===== config.mk =====
export PLATFORM = sky130hd
export DESIGN_NAME = atomic_adapter_flat
export DESIGN_NICKNAME = d
export VERILOG_FILES = /design/src/verilog/atomic_pkg.sv /design/src/verilog/atomic_link_if.sv /design/src/verilog/atomic_adapter.sv /design/src/flat_wrapper.sv
export SDC_FILE = /design/constraint.sdc
export NUM_CORES = 1
export LEC_CHECK = 0
export ABC_AREA = 1
export ABC_CLOCK_PERIOD_IN_PS = 4700
export BUFFER_PORTS_ARGS = -buffer_cell sky130_fd_sc_hd__clkbuf_2
export CAP_MARGIN = 30
export CORE_MARGIN = 2
export CORE_UTILIZATION = 45
export DETAILED_ROUTE_END_ITERATION = 8
export HOLD_SLACK_MARGIN = 0.03
export PLACE_DENSITY = 0.72
export SYNTH_ARGS = -nofsm -noshare
export SYNTH_HDL_FRONTEND = slang
export SYNTH_SLANG_ARGS = --single-unit

===== constraint.sdc =====
create_clock -name core_clk -period 4.7 [get_ports core_clk]
set_clock_uncertainty 0.1 [all_clocks]
set_input_delay 0.235 -clock core_clk [delete_from_list [all_inputs] [get_ports core_clk]]
set_output_delay 0.235 -clock core_clk [all_outputs]
set_load 0.03 [all_outputs]

===== src/verilog/atomic_pkg.sv =====
// package of shared constants and types for the atomic guest link
package atomic_pkg;
  localparam int unsigned ADDR_W     = 32;
  localparam int unsigned DATA_W     = 32;
  localparam int unsigned LINE_BYTES = 32;
  localparam int unsigned LINE_LSB   = $clog2(LINE_BYTES);
  localparam int unsigned WORD_BYTES = 4;
  localparam int unsigned LINE_WORDS = LINE_BYTES / WORD_BYTES;
  localparam int unsigned CLEAR_BYTES = 16;
  localparam logic [DATA_W-1:0] CLEAR_VALUE = 32'h0000_0000;
  // cycles the lock line must settle before a request, to cover the adapter's sync
  localparam int unsigned LOCK_LEAD   = 2;

  typedef enum logic [1:0]
  {
    OP_READ  = 2'h0,
    OP_WRITE = 2'h1,
    OP_CLEAR = 2'h2
  } guest_op_t;
endpackage


===== src/verilog/atomic_link_if.sv =====
// interface joining the guest end and the adapter end of the atomic link
interface atomic_link_if;
  logic                             atomic_lock_line_n;
  logic                             req_valid;
  atomic_pkg::guest_op_t            req_op;
  logic [atomic_pkg::ADDR_W-1:0]    req_addr;
  logic [atomic_pkg::DATA_W-1:0]    req_wdata;
  logic                             req_ready;
  logic                             rsp_valid;
  logic [atomic_pkg::DATA_W-1:0]    rsp_rdata;

  modport adapter
  (
    input  atomic_lock_line_n,
    input  req_valid,
    input  req_op,
    input  req_addr,
    input  req_wdata,
    output req_ready,
    output rsp_valid,
    output rsp_rdata
  );

  modport guest
  (
    output atomic_lock_line_n,
    output req_valid,
    output req_op,
    output req_addr,
    output req_wdata,
    input  req_ready,
    input  rsp_valid,
    input  rsp_rdata
  );
endinterface


===== src/verilog/atomic_adapter.sv =====
// adapter end: maps guest atomic requests onto memory-bus ownership and lock
module atomic_adapter
(
  input  wire logic                          core_clk,
  input  wire logic                          sys_rst,
  atomic_link_if.adapter                     link,
  input  wire logic                          page_lock_scope,
  output logic                               mem_req_valid,
  output logic                               mem_req_priv,
  output logic                               mem_req_write,
  output logic [atomic_pkg::ADDR_W-1:0]      mem_req_addr,
  output logic [atomic_pkg::DATA_W-1:0]      mem_req_wdata,
  input  wire logic                          mem_req_ready,
  input  wire logic                          mem_rsp_valid,
  input  wire logic [atomic_pkg::DATA_W-1:0] mem_rsp_rdata,
  output logic                               mem_global_lock,
  output logic                               pair_atomic,
  output logic                               clear_done
);
  localparam int unsigned LW = atomic_pkg::ADDR_W - atomic_pkg::LINE_LSB;

  typedef enum logic [2:0]
  {
    ST_IDLE  = 3'h0,
    ST_ISSUE = 3'h1,
    ST_WAIT  = 3'h3,
    ST_CLRWR = 3'h7,
    ST_RESP  = 3'h2
  } adp_state_t;

  // pin sync of the active-low lock line
  logic                lock_meta_reg;
  logic                lock_sync_reg;
  logic                lock_req;
  adp_state_t          state_reg,     state_next;
  atomic_pkg::guest_op_t op_reg,      op_next;
  logic [atomic_pkg::ADDR_W-1:0] addr_reg, addr_next;
  logic [atomic_pkg::DATA_W-1:0] wdata_reg, wdata_next;
  logic [atomic_pkg::DATA_W-1:0] rdata_reg, rdata_next;
  // answer data changes only together with the answer strobe
  logic [atomic_pkg::DATA_W-1:0] rspdata_reg, rspdata_next;
  logic                priv_reg,      priv_next;
  logic                rsp_reg,       rsp_next;
  // locked pair tracking: 0 none, read seen, pair used up
  logic                pair_open_reg, pair_open_next;
  logic                pair_used_reg, pair_used_next;
  logic [LW-1:0]       pair_line_reg, pair_line_next;
  logic                glock_reg,     glock_next;
  logic                pairat_reg,    pairat_next;
  logic                clrdone_reg,   clrdone_next;
  logic [LW-1:0]       req_line;

  assign lock_req  = ~lock_sync_reg;
  assign req_line  = link.req_addr[atomic_pkg::ADDR_W-1:atomic_pkg::LINE_LSB];

  assign link.req_ready = (state_reg == ST_IDLE);
  assign link.rsp_valid = rsp_reg;
  assign link.rsp_rdata = rspdata_reg;
  assign mem_req_valid  = (state_reg == ST_ISSUE) || (state_reg == ST_CLRWR);
  assign mem_req_priv   = priv_reg;
  assign mem_req_write  = (state_reg == ST_CLRWR) || (op_reg == atomic_pkg::OP_WRITE);
  assign mem_req_addr   = addr_reg;
  assign mem_req_wdata  = (state_reg == ST_CLRWR) ? atomic_pkg::CLEAR_VALUE : wdata_reg;
  assign mem_global_lock = glock_reg;
  assign pair_atomic    = pairat_reg;
  assign clear_done     = clrdone_reg;

  always_comb
  begin
    state_next     = state_reg;
    op_next        = op_reg;
    addr_next      = addr_reg;
    wdata_next     = wdata_reg;
    rdata_next     = rdata_reg;
    rspdata_next   = rspdata_reg;
    priv_next      = priv_reg;
    rsp_next       = 1'b0;
    pair_open_next = pair_open_reg;
    pair_used_next = pair_used_reg;
    pair_line_next = pair_line_reg;
    glock_next     = glock_reg;
    pairat_next    = pairat_reg;
    clrdone_next   = 1'b0;
    if (!lock_req)
    begin
      // lock released: close any window and drop the global lock
      pair_open_next = 1'b0;
      pair_used_next = 1'b0;
      pairat_next    = 1'b0;
      glock_next     = 1'b0;
    end
    unique case (state_reg)
      ST_IDLE:
      begin
        if (link.req_valid)
        begin
          op_next    = link.req_op;
          addr_next  = link.req_addr;
          wdata_next = link.req_wdata;
          priv_next  = 1'b0;
          state_next = ST_ISSUE;
          if (link.req_op == atomic_pkg::OP_CLEAR)
          begin
            priv_next = 1'b1;
          end
          else if (lock_req)
          begin
            priv_next = 1'b1;
            if (page_lock_scope)
            begin
              glock_next = 1'b1;
            end
            if (link.req_op == atomic_pkg::OP_READ && !pair_open_reg && !pair_used_reg)
            begin
              // first locked read opens a one-line pair window
              pair_open_next = 1'b1;
              pair_line_next = req_line;
              pairat_next    = 1'b1;
            end
            else if (link.req_op == atomic_pkg::OP_WRITE && pair_open_reg
                     && req_line == pair_line_reg)
            begin
              // first write closes the pair, later ones are outside it
              pair_open_next = 1'b0;
              pair_used_next = 1'b1;
            end
            else
            begin
              pair_open_next = 1'b0;
              pair_used_next = 1'b1;
              pairat_next    = 1'b0;
            end
          end
        end
      end
      ST_ISSUE:
      begin
        if (mem_req_ready)
        begin
          state_next = ST_WAIT;
        end
      end
      ST_WAIT:
      begin
        if (mem_rsp_valid)
        begin
          rdata_next = mem_rsp_rdata;
          state_next = (op_reg == atomic_pkg::OP_CLEAR) ? ST_CLRWR : ST_RESP;
        end
      end
      ST_CLRWR:
      begin
        // owned line: write back the cleared first word
        if (mem_req_ready)
        begin
          clrdone_next = 1'b1;
          state_next   = ST_RESP;
        end
      end
      ST_RESP:
      begin
        rsp_next     = 1'b1;
        rspdata_next = rdata_reg;
        state_next = ST_IDLE;
      end
      default:
      begin
        state_next = ST_IDLE;
      end
    endcase
  end

  always_ff @(posedge core_clk)
  begin
    if (sys_rst)
    begin
      lock_meta_reg <= 1'b1;
      lock_sync_reg <= 1'b1;
      state_reg     <= ST_IDLE;
      op_reg        <= atomic_pkg::OP_READ;
      addr_reg      <= '0;
      wdata_reg     <= '0;
      rdata_reg     <= '0;
      rspdata_reg   <= '0;
      priv_reg      <= 1'b0;
      rsp_reg       <= 1'b0;
      pair_open_reg <= 1'b0;
      pair_used_reg <= 1'b0;
      pair_line_reg <= '0;
      glock_reg     <= 1'b0;
      pairat_reg    <= 1'b0;
      clrdone_reg   <= 1'b0;
    end
    else
    begin
      lock_meta_reg <= link.atomic_lock_line_n;
      lock_sync_reg <= lock_meta_reg;
      state_reg     <= state_next;
      op_reg        <= op_next;
      addr_reg      <= addr_next;
      wdata_reg     <= wdata_next;
      rdata_reg     <= rdata_next;
      rspdata_reg   <= rspdata_next;
      priv_reg      <= priv_next;
      rsp_reg       <= rsp_next;
      pair_open_reg <= pair_open_next;
      pair_used_reg <= pair_used_next;
      pair_line_reg <= pair_line_next;
      glock_reg     <= glock_next;
      pairat_reg    <= pairat_next;
      clrdone_reg   <= clrdone_next;
    end
  end
endmodule


===== src/flat_wrapper.sv =====
// flat-port wrapper written by rule: the top's interface ports become plain ports
module atomic_adapter_flat 
  (core_clk, sys_rst, page_lock_scope, mem_req_valid, mem_req_priv, mem_req_write, mem_req_addr, mem_req_wdata, mem_req_ready, mem_rsp_valid, mem_rsp_rdata, mem_global_lock, pair_atomic, clear_done, link_atomic_lock_line_n, link_req_valid, link_req_op, link_req_addr, link_req_wdata, link_req_ready, link_rsp_valid, link_rsp_rdata);
  atomic_link_if link_i ();
  input  wire logic core_clk;
  input  wire logic sys_rst;
  input  wire logic page_lock_scope;
  output logic mem_req_valid;
  output logic mem_req_priv;
  output logic mem_req_write;
  output logic [atomic_pkg::ADDR_W-1:0] mem_req_addr;
  output logic [atomic_pkg::DATA_W-1:0] mem_req_wdata;
  input  wire logic mem_req_ready;
  input  wire logic mem_rsp_valid;
  input  wire logic [atomic_pkg::DATA_W-1:0] mem_rsp_rdata;
  output logic mem_global_lock;
  output logic pair_atomic;
  output logic clear_done;
  input wire logic [$bits(link_i.atomic_lock_line_n)-1:0] link_atomic_lock_line_n;
  input wire logic [$bits(link_i.req_valid)-1:0] link_req_valid;
  input wire logic [$bits(link_i.req_op)-1:0] link_req_op;
  input wire logic [$bits(link_i.req_addr)-1:0] link_req_addr;
  input wire logic [$bits(link_i.req_wdata)-1:0] link_req_wdata;
  output wire logic [$bits(link_i.req_ready)-1:0] link_req_ready;
  output wire logic [$bits(link_i.rsp_valid)-1:0] link_rsp_valid;
  output wire logic [$bits(link_i.rsp_rdata)-1:0] link_rsp_rdata;
  assign link_i.atomic_lock_line_n = link_atomic_lock_line_n;
  assign link_i.req_valid = link_req_valid;
  assign link_i.req_op = link_req_op;
  assign link_i.req_addr = link_req_addr;
  assign link_i.req_wdata = link_req_wdata;
  assign link_req_ready = link_i.req_ready;
  assign link_rsp_valid = link_i.rsp_valid;
  assign link_rsp_rdata = link_i.rsp_rdata;
  atomic_adapter u_core (.core_clk(core_clk), .sys_rst(sys_rst), .link(link_i), .page_lock_scope(page_lock_scope), .mem_req_valid(mem_req_valid), .mem_req_priv(mem_req_priv), .mem_req_write(mem_req_write), .mem_req_addr(mem_req_addr), .mem_req_wdata(mem_req_wdata), .mem_req_ready(mem_req_ready), .mem_rsp_valid(mem_rsp_valid), .mem_rsp_rdata(mem_rsp_rdata), .mem_global_lock(mem_global_lock), .pair_atomic(pair_atomic), .clear_done(clear_done));
endmodule

# [Word level (Yosys, flattened, before mapping)]
# Index checks and enable logic that the tools add are counted.
# W data, S select, Z words.
[word_totals] input_bits=105 output_inout_bits=104 ff_bits=169
[classes] reduce_logical=15 bitwise_logic=3 eq_ne=13 n_mux=36
[ops] cell="$mux W32" count=1
[ops] cell="$mux W1" count=29
[ops] cell="$eq A27 B27 Y1" count=1
[ops] cell="$mux W3" count=5
[ops] cell="$pmux W3 S4" count=1
[ops] cell="$ne A2 B2 Y1 const B" count=4
[ops] cell="$eq A3 B2 Y1 const B" count=2
[ops] cell="$reduce_and A5 Y1" count=1
[ops] cell="$eq A2 B1 Y1 const B" count=2
[ops] cell="$eq A2 B2 Y1 const B" count=2
[ops] cell="$logic_and A1 B1 Y1" count=4
[ops] cell="$reduce_and A2 Y1" count=2
[ops] cell="$reduce_and A4 Y1" count=1
[ops] cell="$eq A3 B1 Y1 const B" count=1
[ops] cell="$eq A3 B3 Y1 const B" count=1
[ops] cell="$logic_not A3 Y1" count=1
[ops] cell="$not A1 Y1" count=3
[ops] cell="$logic_not A1 Y1" count=2
[ops] cell="$logic_not A2 Y1" count=1
[ops] cell="$logic_or A1 B1 Y1" count=2
[ops] cell="$reduce_or A2 Y1" count=1

# [Logic depth before layout (Yosys ltp)]
# Gate-level depths: netlist of run 1.
[depth] ltp_word=9 mapped_depth=11 mapped_depth_nobuf=11

# [Worst setup path before layout of run 1]
# No wires, ideal clock.
[synth_timing] path_kind="reg-to-reg" from="register u_core.state_reg[2]" to="register u_core.pair_line_reg[16]" path_stages_with_launch=10 t_required_ns=4.481 slack_ns=2.990 arrival_ns=1.491 path_cell_list="dfxtp_1 -> nor2_2 -> inv_2 -> nor2_4 -> nand2_4 -> nor2_4 -> nand3_2 -> buf_2 -> o21ai_1 -> a21oi_1"
[synth_between] elab_chain_len=2
[synth_lines] item="start, declared" line="atomic_adapter.sv:35" source="adp_state_t state_reg, state_next;"
[synth_lines] item="start signal, assigned" line="atomic_adapter.sv:198" source="state_reg <= state_next;"
[synth_lines] item="$logic_not A3 Y1"
[synth_lines] item="via link_req_ready" line="flat_wrapper.sv:24" source="output wire logic [$bits(link_i.req_ready)-1:0] link_req_ready;"
[synth_lines] item="$reduce_and A5 Y1 (no line)"
[synth_lines] item="end signal, assigned" line="atomic_adapter.sv:208" source="pair_line_reg <= pair_line_next;"
[synth_lines] item="end, declared" line="atomic_adapter.sv:47" source="logic [LW-1:0] pair_line_reg, pair_line_next;"
# The timed path passes the listed nets, and every way through them passes these cells.
# A chain may end at the register's enable or synchronous reset.

# [Final worst setup path of run 1]
[layout_timing] from="register u_core.state_reg[2]" to="register u_core.pair_open_reg"
[layout_between] elab_chain_len=2
[layout_lines] item="$logic_not A3 Y1" line="atomic_adapter.sv:92" source="unique case (state_reg)"
[layout_lines] item="$mux W1" line="atomic_adapter.sv:92"
[layout_lines] item="end signal, assigned" line="atomic_adapter.sv:206" source="pair_open_reg <= pair_open_next;"
[layout_lines] item="end, declared" line="atomic_adapter.sv:45" source="logic pair_open_reg, pair_open_next;"
# No other way between the ends.

==> results_dict.tcl, run 1 <==
set metrics [dict create \
    synth_fp_nets 984 \
    fin_nets 1263 \
    synth_xor_area_share_pct 2.424 \
    ff2ff_path_depth 9 \
    synth_top_family_by_area "simple AND/OR/NAND/NOR gates" \
    post_drt_wl_per_cell_um 13.14 \
    min_period_over_period_pct 62.96 \
    synthTopCellsByArea "dfxtp_1, nand2_1, a21oi_1" \
    setup_viol_count_final 0 \
    clock_power_share_pct 28.6 \
    switching_share_pct 37.85 \
    hold_path.class "primary input to flip-flop" \
    period_needed_ns 2.959 \
    irDropWorstVdd_uv 327.7 \
    critPathLaunchType "flip-flop" \
    p_leak_nw 4.266 \
    yosys.area_share.simple_pct 21.65 \
    cp_max_fo 61 \
    synth_compound_gate_area_share_pct 16.16 \
    synth_area_per_cell_um2 7.398 \
    min_path_cells 3 \
    cts_num_sinks 169 \
    drive_above_1_share_pct 21.86 \
    tightest_slew_ns 0.8983 \
    wl_um 17750 \
    final_area_mm2 0.009199 \
    die_h_um 124.2 \
    yosys_warnings 0 \
    worstSetupEndpointType "flip-flop" \
    syn-instance-count 879 \
    worst_setup_hold_path_clk_slew_ns 0.06 \
    cap_violations 0 \
    whs_ns 0.04521 \
    area_growth_syn_to_layout_pct 41.47 \
    pwr-share-seq_pct 37.6 \
    htree_levels 4 \
    drc 0 \
    clk_latency_ns 0.42 \
    finalHoldViolCount 0 \
    cts_resized 0 \
    pwr-share-comb_pct 33.9 \
    internal-power_mw 3.070 \
    power_density_mw_per_mm2 536.9 \
    synth.ff_latch_count 169 \
    max-slew-margin-rel_pct 40.11 \
    cp.required_ns 4.95 \
    critPathKind "flip-flop to flip-flop" \
    ios 209 \
    grt_start_max_net_pins 84 \
    track_usage_pct 23.06 \
    instances_no_fill 1351 \
    cts_buffers 17 \
    core_mm2 0.01399 \
    yosysTopAreaCellShare_pct 52.03 \
    seq_area_frac_synth_pct 52.03 \
    syn_area_mm2 0.006502 \
    grt_pass1_vias 6181 \
    gp_congestion 0.8168 \
    post-place-cells 1220 \
    synth_edf_count 0 \
    synthFlopType "dfxtp_1" \
    synthAdderAreaFrac_pct 0 \
    rows 43 \
    postRouteAntennaNets 0 \
    p_sw_mw 1.869 \
    p_total_mw 4.939 \
    vias 6456 \
    grt_pass1_wl_um 29600 \
    synth.distinct_cells 23 \
    first_pass_iters 5 \
    root_buffer "clkbuf_16" \
    die_width_um 124.2 \
    dp_hpwl_um 10520 \
    drt_iter0_markers 340 \
    io_buffers 208 \
    synth.most_common_cell "nand2_1" \
    clk_path_buf_depth 2 \
    antenna_cells 0 \
    pre_cts_ws_ns 1.739 \
    dieArea_mm2 0.01543 \
    rsz0062_at_grt "false" \
    synthArstFlopShare_pct 0 \
    start_util_pct 46.48 \
    synth.cells.most_frequent "nand2_1, dfxtp_1, a21oi_1" \
    worstPathArrival_ns 3.21 \
    grt-ovfl-total 0 \
    synth.mux.area_fraction_pct 0 \
    final_util_pct 65.76 \
    finalSetupTns_ns 0 \
    antenna_found_initial 0 \
    tritoncts "done" \
    via_per_inst 4.779 \
    slew_violations 0 \
    fin_ws_ns 1.741 \
    dpl_cell_area_mm2 0.007609 \
    synth_top_cell_by_area "dfxtp_1" \
    fmax_mhz 338.0 \
    run_status "finished clean" \
]
-- timing repair --
item | CTS | global route
setup buffers | 0 | 0
hold buffers | 99 | 0
endpoints found under the hold margin | 121 | 0
endpoints found under the setup margin | 0 | 0
-- worst max-delay path: stages (launching register included) --
cell and delay, ns:
dfxtp_1 0.36, nor2_2 0.17, inv_2 0.07, nor2_4 0.11, nand2_4 0.38, nor2_4 0.31
nand3_2 0.58, inv_2 0.56, nand2_1 0.12, o21ai_1 0.09
-- area by class of cell --
cell class / instances / area [um2]
clock buffer: 24 / 481.7
clock inverter: 8 / 117.6
fill: 1183 / 4790
inverter: 73 / 274.0
multi-input combinational: 582 / 2623
sequential: 169 / 3383
tap: 180 / 225.2
timing repair buffer: 315 / 2095
-- worst paths after layout --
| check | from | to | slack (ns) |
|---|---|---|---|
| worst max-delay path | u_core.state_reg[2]$_SDFFE_PP0P_ | u_core.pair_open_reg$_SDFF_PP0_ | 1.74 |
| worst min-delay path | mem_rsp_rdata[27] | u_core.rdata_reg[27]$_SDFFE_PP0P_ | 0.05 |
| worst max register to register | u_core.state_reg[2]$_SDFFE_PP0P_ | u_core.pair_open_reg$_SDFF_PP0_ | 1.74 |
| worst min register to register | u_core.lock_meta_reg$_SDFF_PP1_ | u_core.lock_sync_reg$_SDFF_PP1_ | 0.32 |
-- cell usage in the layout (no fill, tap or decap), types with 4 or more instances in the layout --
| master | netlist | final |
|---|---|---|
| a21oi_1 | 123 | 123 |
| buf_4 | 2 | 9 |
| clkbuf_1 | 40 | 4 |
| clkbuf_16 | 0 | 17 |
| clkbuf_2 | 1 | 207 |
| clkinv_2 | 0 | 4 |
| dfxtp_1 | 169 | 169 |
| dlygate4sd3_1 | 0 | 99 |
| inv_1 | 71 | 69 |
| inv_2 | 2 | 4 |
| nand2_1 | 219 | 219 |
| nand3_1 | 24 | 24 |
| nor2_1 | 99 | 99 |
| o21ai_0 | 64 | 64 |
| o21ai_1 | 23 | 23 |
| xnor2_1 | 18 | 18 |
-- routing by layer --
metal  up-vias  routed length, um  global-route usage (%)
met2       221               8257                   37.32
met5         -                  0                       0
met4         0                463                   10.38
met3        39                955                   5.164
li1       3341                  -                       -
met1      2855               8070                   29.45
-- cells by family (layout without fill, tap and decap cells) --
kind of cell | Yosys count | in the layout
simple gates | 354 | 354
compound gates | 210 | 210
flops | 169 | 169
xor+xnor | 18 | 18
buf+inv | 128 | 420
-- power groups by stage --
stage | clock network, mW | logic [mW] | registers, mW
2_1_floorplan | 0 | 0.809 | 2.20
3_3_place_gp | 0 | 1.59 | 1.87
3_5_place_dp | 0 | 1.60 | 1.88
4_1_cts | 1.44 | 1.67 | 1.85
5_1_grt | 1.51 | 1.83 | 1.89
6_report | 1.41 | 1.67 | 1.85
(Power assumes the default switching activity.)
==> run 2: changes to the inputs <==
--- a/config.mk
+++ b/config.mk
@@ -5,8 +5,8 @@
 export SDC_FILE = /design/constraint.sdc
 export NUM_CORES = 1
 export LEC_CHECK = 0
-export ABC_AREA = 1
-export ABC_CLOCK_PERIOD_IN_PS = 4700
+export ABC_AREA = 0
+export ABC_CLOCK_PERIOD_IN_PS = 3100
 export BUFFER_PORTS_ARGS = -buffer_cell sky130_fd_sc_hd__clkbuf_2
 export CAP_MARGIN = 30
 export CORE_MARGIN = 2
==> constraint.sdc (replaced) <==
create_clock -name core_clk -period 3.1 [get_ports core_clk]
set_clock_uncertainty 0.1 [all_clocks]
set_input_delay 0.155 -clock core_clk [delete_from_list [all_inputs] [get_ports core_clk]]
set_output_delay 0.155 -clock core_clk [all_outputs]
set_load 0.03 [all_outputs]
==> results_dict.tcl, run 2 <==
set metrics [dict create \
    irDropWorstVdd_uv 337.5 \
    cp_max_fo 24 \
    clk_latency_ns 0.42 \
    tightest_slew_ns 0.6913 \
    cts_buffers 17 \
    synth_area_per_cell_um2 7.823 \
    die_width_um 123.7 \
    cts_num_sinks 169 \
    drive_above_1_share_pct 22.83 \
    pwr-share-seq_pct 45.8 \
    cts_resized 0 \
    die_h_um 123.7 \
    synthTopCellsByArea "dfxtp_1, nand2_1, a21oi_1" \
    min_path_cells 2 \
    mostFrequentLayoutCells "nand2_1, clkbuf_2, dfxtp_1" \
    antenna_found_initial 0 \
    power_density_mw_per_mm2 541.8 \
    synth_fp_nets 929 \
    gp_congestion 0.8053 \
    p_sw_mw 1.223 \
    finalHoldViolCount 0 \
    drt_iter0_markers 518 \
    syn_area_mm2 0.006446 \
    drc 0 \
    wl_um 17880 \
    run_status "finished clean" \
    ios 209 \
    rr_endpoint "u_core.wdata_reg[28]$_SDFFE_PP0P_" \
    syn-instance-count 824 \
    grt_pass1_wl_um 27740 \
    worst_setup_hold_path_clk_slew_ns 0.06 \
    setup_viol_count_final 0 \
    fin_ws_ns 0.6232 \
    io_buffers 208 \
    p_leak_nw 3.715 \
    start_util_pct 46.26 \
    grt-ovfl-total 0 \
    ff2ff_path_depth 4 \
    period_needed_ns 2.477 \
    max-slew-margin-rel_pct 53.92 \
    synth.distinct_cells 35 \
    min_from "sys_rst" \
    grt_start_max_net_pins 120 \
    synth_edf_count 0 \
    seq_area_frac_synth_pct 52.48 \
    tritoncts "done" \
    finalSetupTns_ns 0 \
    rows 43 \
    critPathLaunchType "flip-flop" \
    antenna_cells 0 \
    cp.required_ns 2.84 \
    track_usage_pct 23.02 \
    p_total_mw 4.958 \
    synth_top_cell_by_area "dfxtp_1" \
    grt_pass1_vias 5853 \
    synth.ff_latch_count 169 \
    postRouteAntennaNets 0 \
    whs_ns 0.1459 \
    fillers 1191 \
    reg2reg_slack_ns 0.82 \
    clock_power_share_pct 41.8 \
    critPathKind "flip-flop to output pin" \
    min_to "u_core.op_reg[0]$_SDFFE_PP0P_" \
    root_buffer "clkbuf_16" \
    synth.most_common_cell "nand2_1" \
    yosys_warnings 0 \
    layout_commonest_cell "nand2_1" \
    first_pass_iters 5 \
    synthFlopType "dfxtp_1" \
    pwr-share-comb_pct 12.4 \
    post_drt_wl_per_cell_um 13.79 \
    pre_cts_ws_ns 0.8316 \
    yosysTopAreaCellShare_pct 52.48 \
    htree_levels 4 \
    synth.cells.most_frequent "nand2_1, dfxtp_1, a21oi_1" \
    vias 6378 \
    multiInputGateArea_mm2 0.002805 \
    min_period_over_period_pct 79.90 \
    rsz0062_at_grt "false" \
    clk_path_buf_depth 2 \
    switching_share_pct 24.67 \
    worstPathArrival_ns 2.22 \
    via_per_inst 4.918 \
    dieArea_mm2 0.01530 \
    post-place-cells 1164 \
    core_mm2 0.01393 \
    slew_violations 0 \
    area_growth_syn_to_layout_pct 41.96 \
    instances_no_fill 1297 \
    ff_latch_area_mm2 0.003383 \
    reg2reg_from "u_core.state_reg[2]$_SDFFE_PP0P_" \
    worstSetupEndpointType "output pin" \
    fmax_mhz 403.7 \
    hold_path.class "primary input to flip-flop" \
    internal-power_mw 3.735 \
    fin_nets 1210 \
    cap_violations 0 \
    synthArstFlopShare_pct 0 \
    dp_hpwl_um 10500 \
]
[run 2: cell families after synthesis]
| logic type | count (synthesis) | synth area share [%] |
|---|---|---|
| XOR/XNOR | 27 | 3.669 |
| AND/OR/NAND/NOR | 394 | 25.87 |
| flip-flops | 169 | 52.48 |
| multiplexers | 1 | 0.1747 |
| AO/OA/AOI/OAI | 172 | 13.70 |
| buffers and inverters | 61 | 4.095 |
[run 2: timing repair]
action,4_1_cts,5_1_grt
buffers inserted,0,0
hold endpoints to repair,131,0
hold buffers,102,0
[run 2: worst max-delay path by stage]
| stage | depth (start not counted) | start | slack (ns) | to |
|---|---|---|---|---|
| 3_5_place_dp | 4 | u_core.state_reg[2]$_SDFFE_PP0P_ | 0.83 | u_core.pair_atomic$_SDFF_PP0_ |
| 2_1_floorplan | 3 | u_core.state_reg[2]$_SDFFE_PP0P_ | 1.35 | mem_req_valid |
| 3_3_place_gp | 4 | u_core.state_reg[2]$_SDFFE_PP0P_ | 0.89 | u_core.pair_atomic$_SDFF_PP0_ |
| 5_1_grt | 4 | u_core.state_reg[2]$_SDFFE_PP0P_ | 0.46 | mem_req_wdata[24] |
| 4_1_cts | 4 | u_core.state_reg[2]$_SDFFE_PP0P_ | 0.58 | mem_req_wdata[31] |
| 6_report | 4 | u_core.state_reg[2]$_SDFFE_PP0P_ | 0.62 | mem_req_wdata[31] |
[run 2: layout make-up]
class | instances | area share [%]
Tap cell | 180 | 2.461
Sequential cell | 169 | 36.97
Multi-Input combinational cell | 594 | 30.65
Clock inverter | 7 | 1.012
Inverter | 3 | 0.1231
Timing Repair Buffer | 320 | 23.52
Clock buffer | 24 | 5.264
[run 2: worst max-delay path: stages, from the launching register on]
cell and delay [ns]:
dfxtp_1 0.62, nand3_1 0.43, buf_4 0.35, and2_1 0.20
clkbuf_2 0.18
[run 2: routing by layer]
layer / wire length, um / vias up / track usage, %
li1: - / 3226 / -
met1: 7526 / 2905 / 27.77
met2: 8775 / 209 / 38.84
met3: 1132 / 38 / 5.769
met4: 449 / 0 / 10.01
met5: 0 / - / 0
[run 2: metrics by stage]
step / util [%] / area (um2)
4_1_cts: 65.67 / 9151
6_report: 65.67 / 9151
5_1_grt: 65.67 / 9151
3_5_place_dp: 54.22 / 7556
2_1_floorplan: - / 6446
3_3_place_gp: 54.22 / 7556
[run 2: power by group through the flow]
| stage | Sequential (mW) | Combinational, mW | Clock [mW] |
|---|---|---|---|
| 2_1_floorplan | 2.36 | 0.272 | 0 |
| 3_3_place_gp | 2.32 | 0.503 | 0 |
| 3_5_place_dp | 2.32 | 0.507 | 0 |
| 4_1_cts | 2.27 | 0.609 | 2.12 |
| 5_1_grt | 2.28 | 0.665 | 2.20 |
| 6_report | 2.27 | 0.615 | 2.07 |
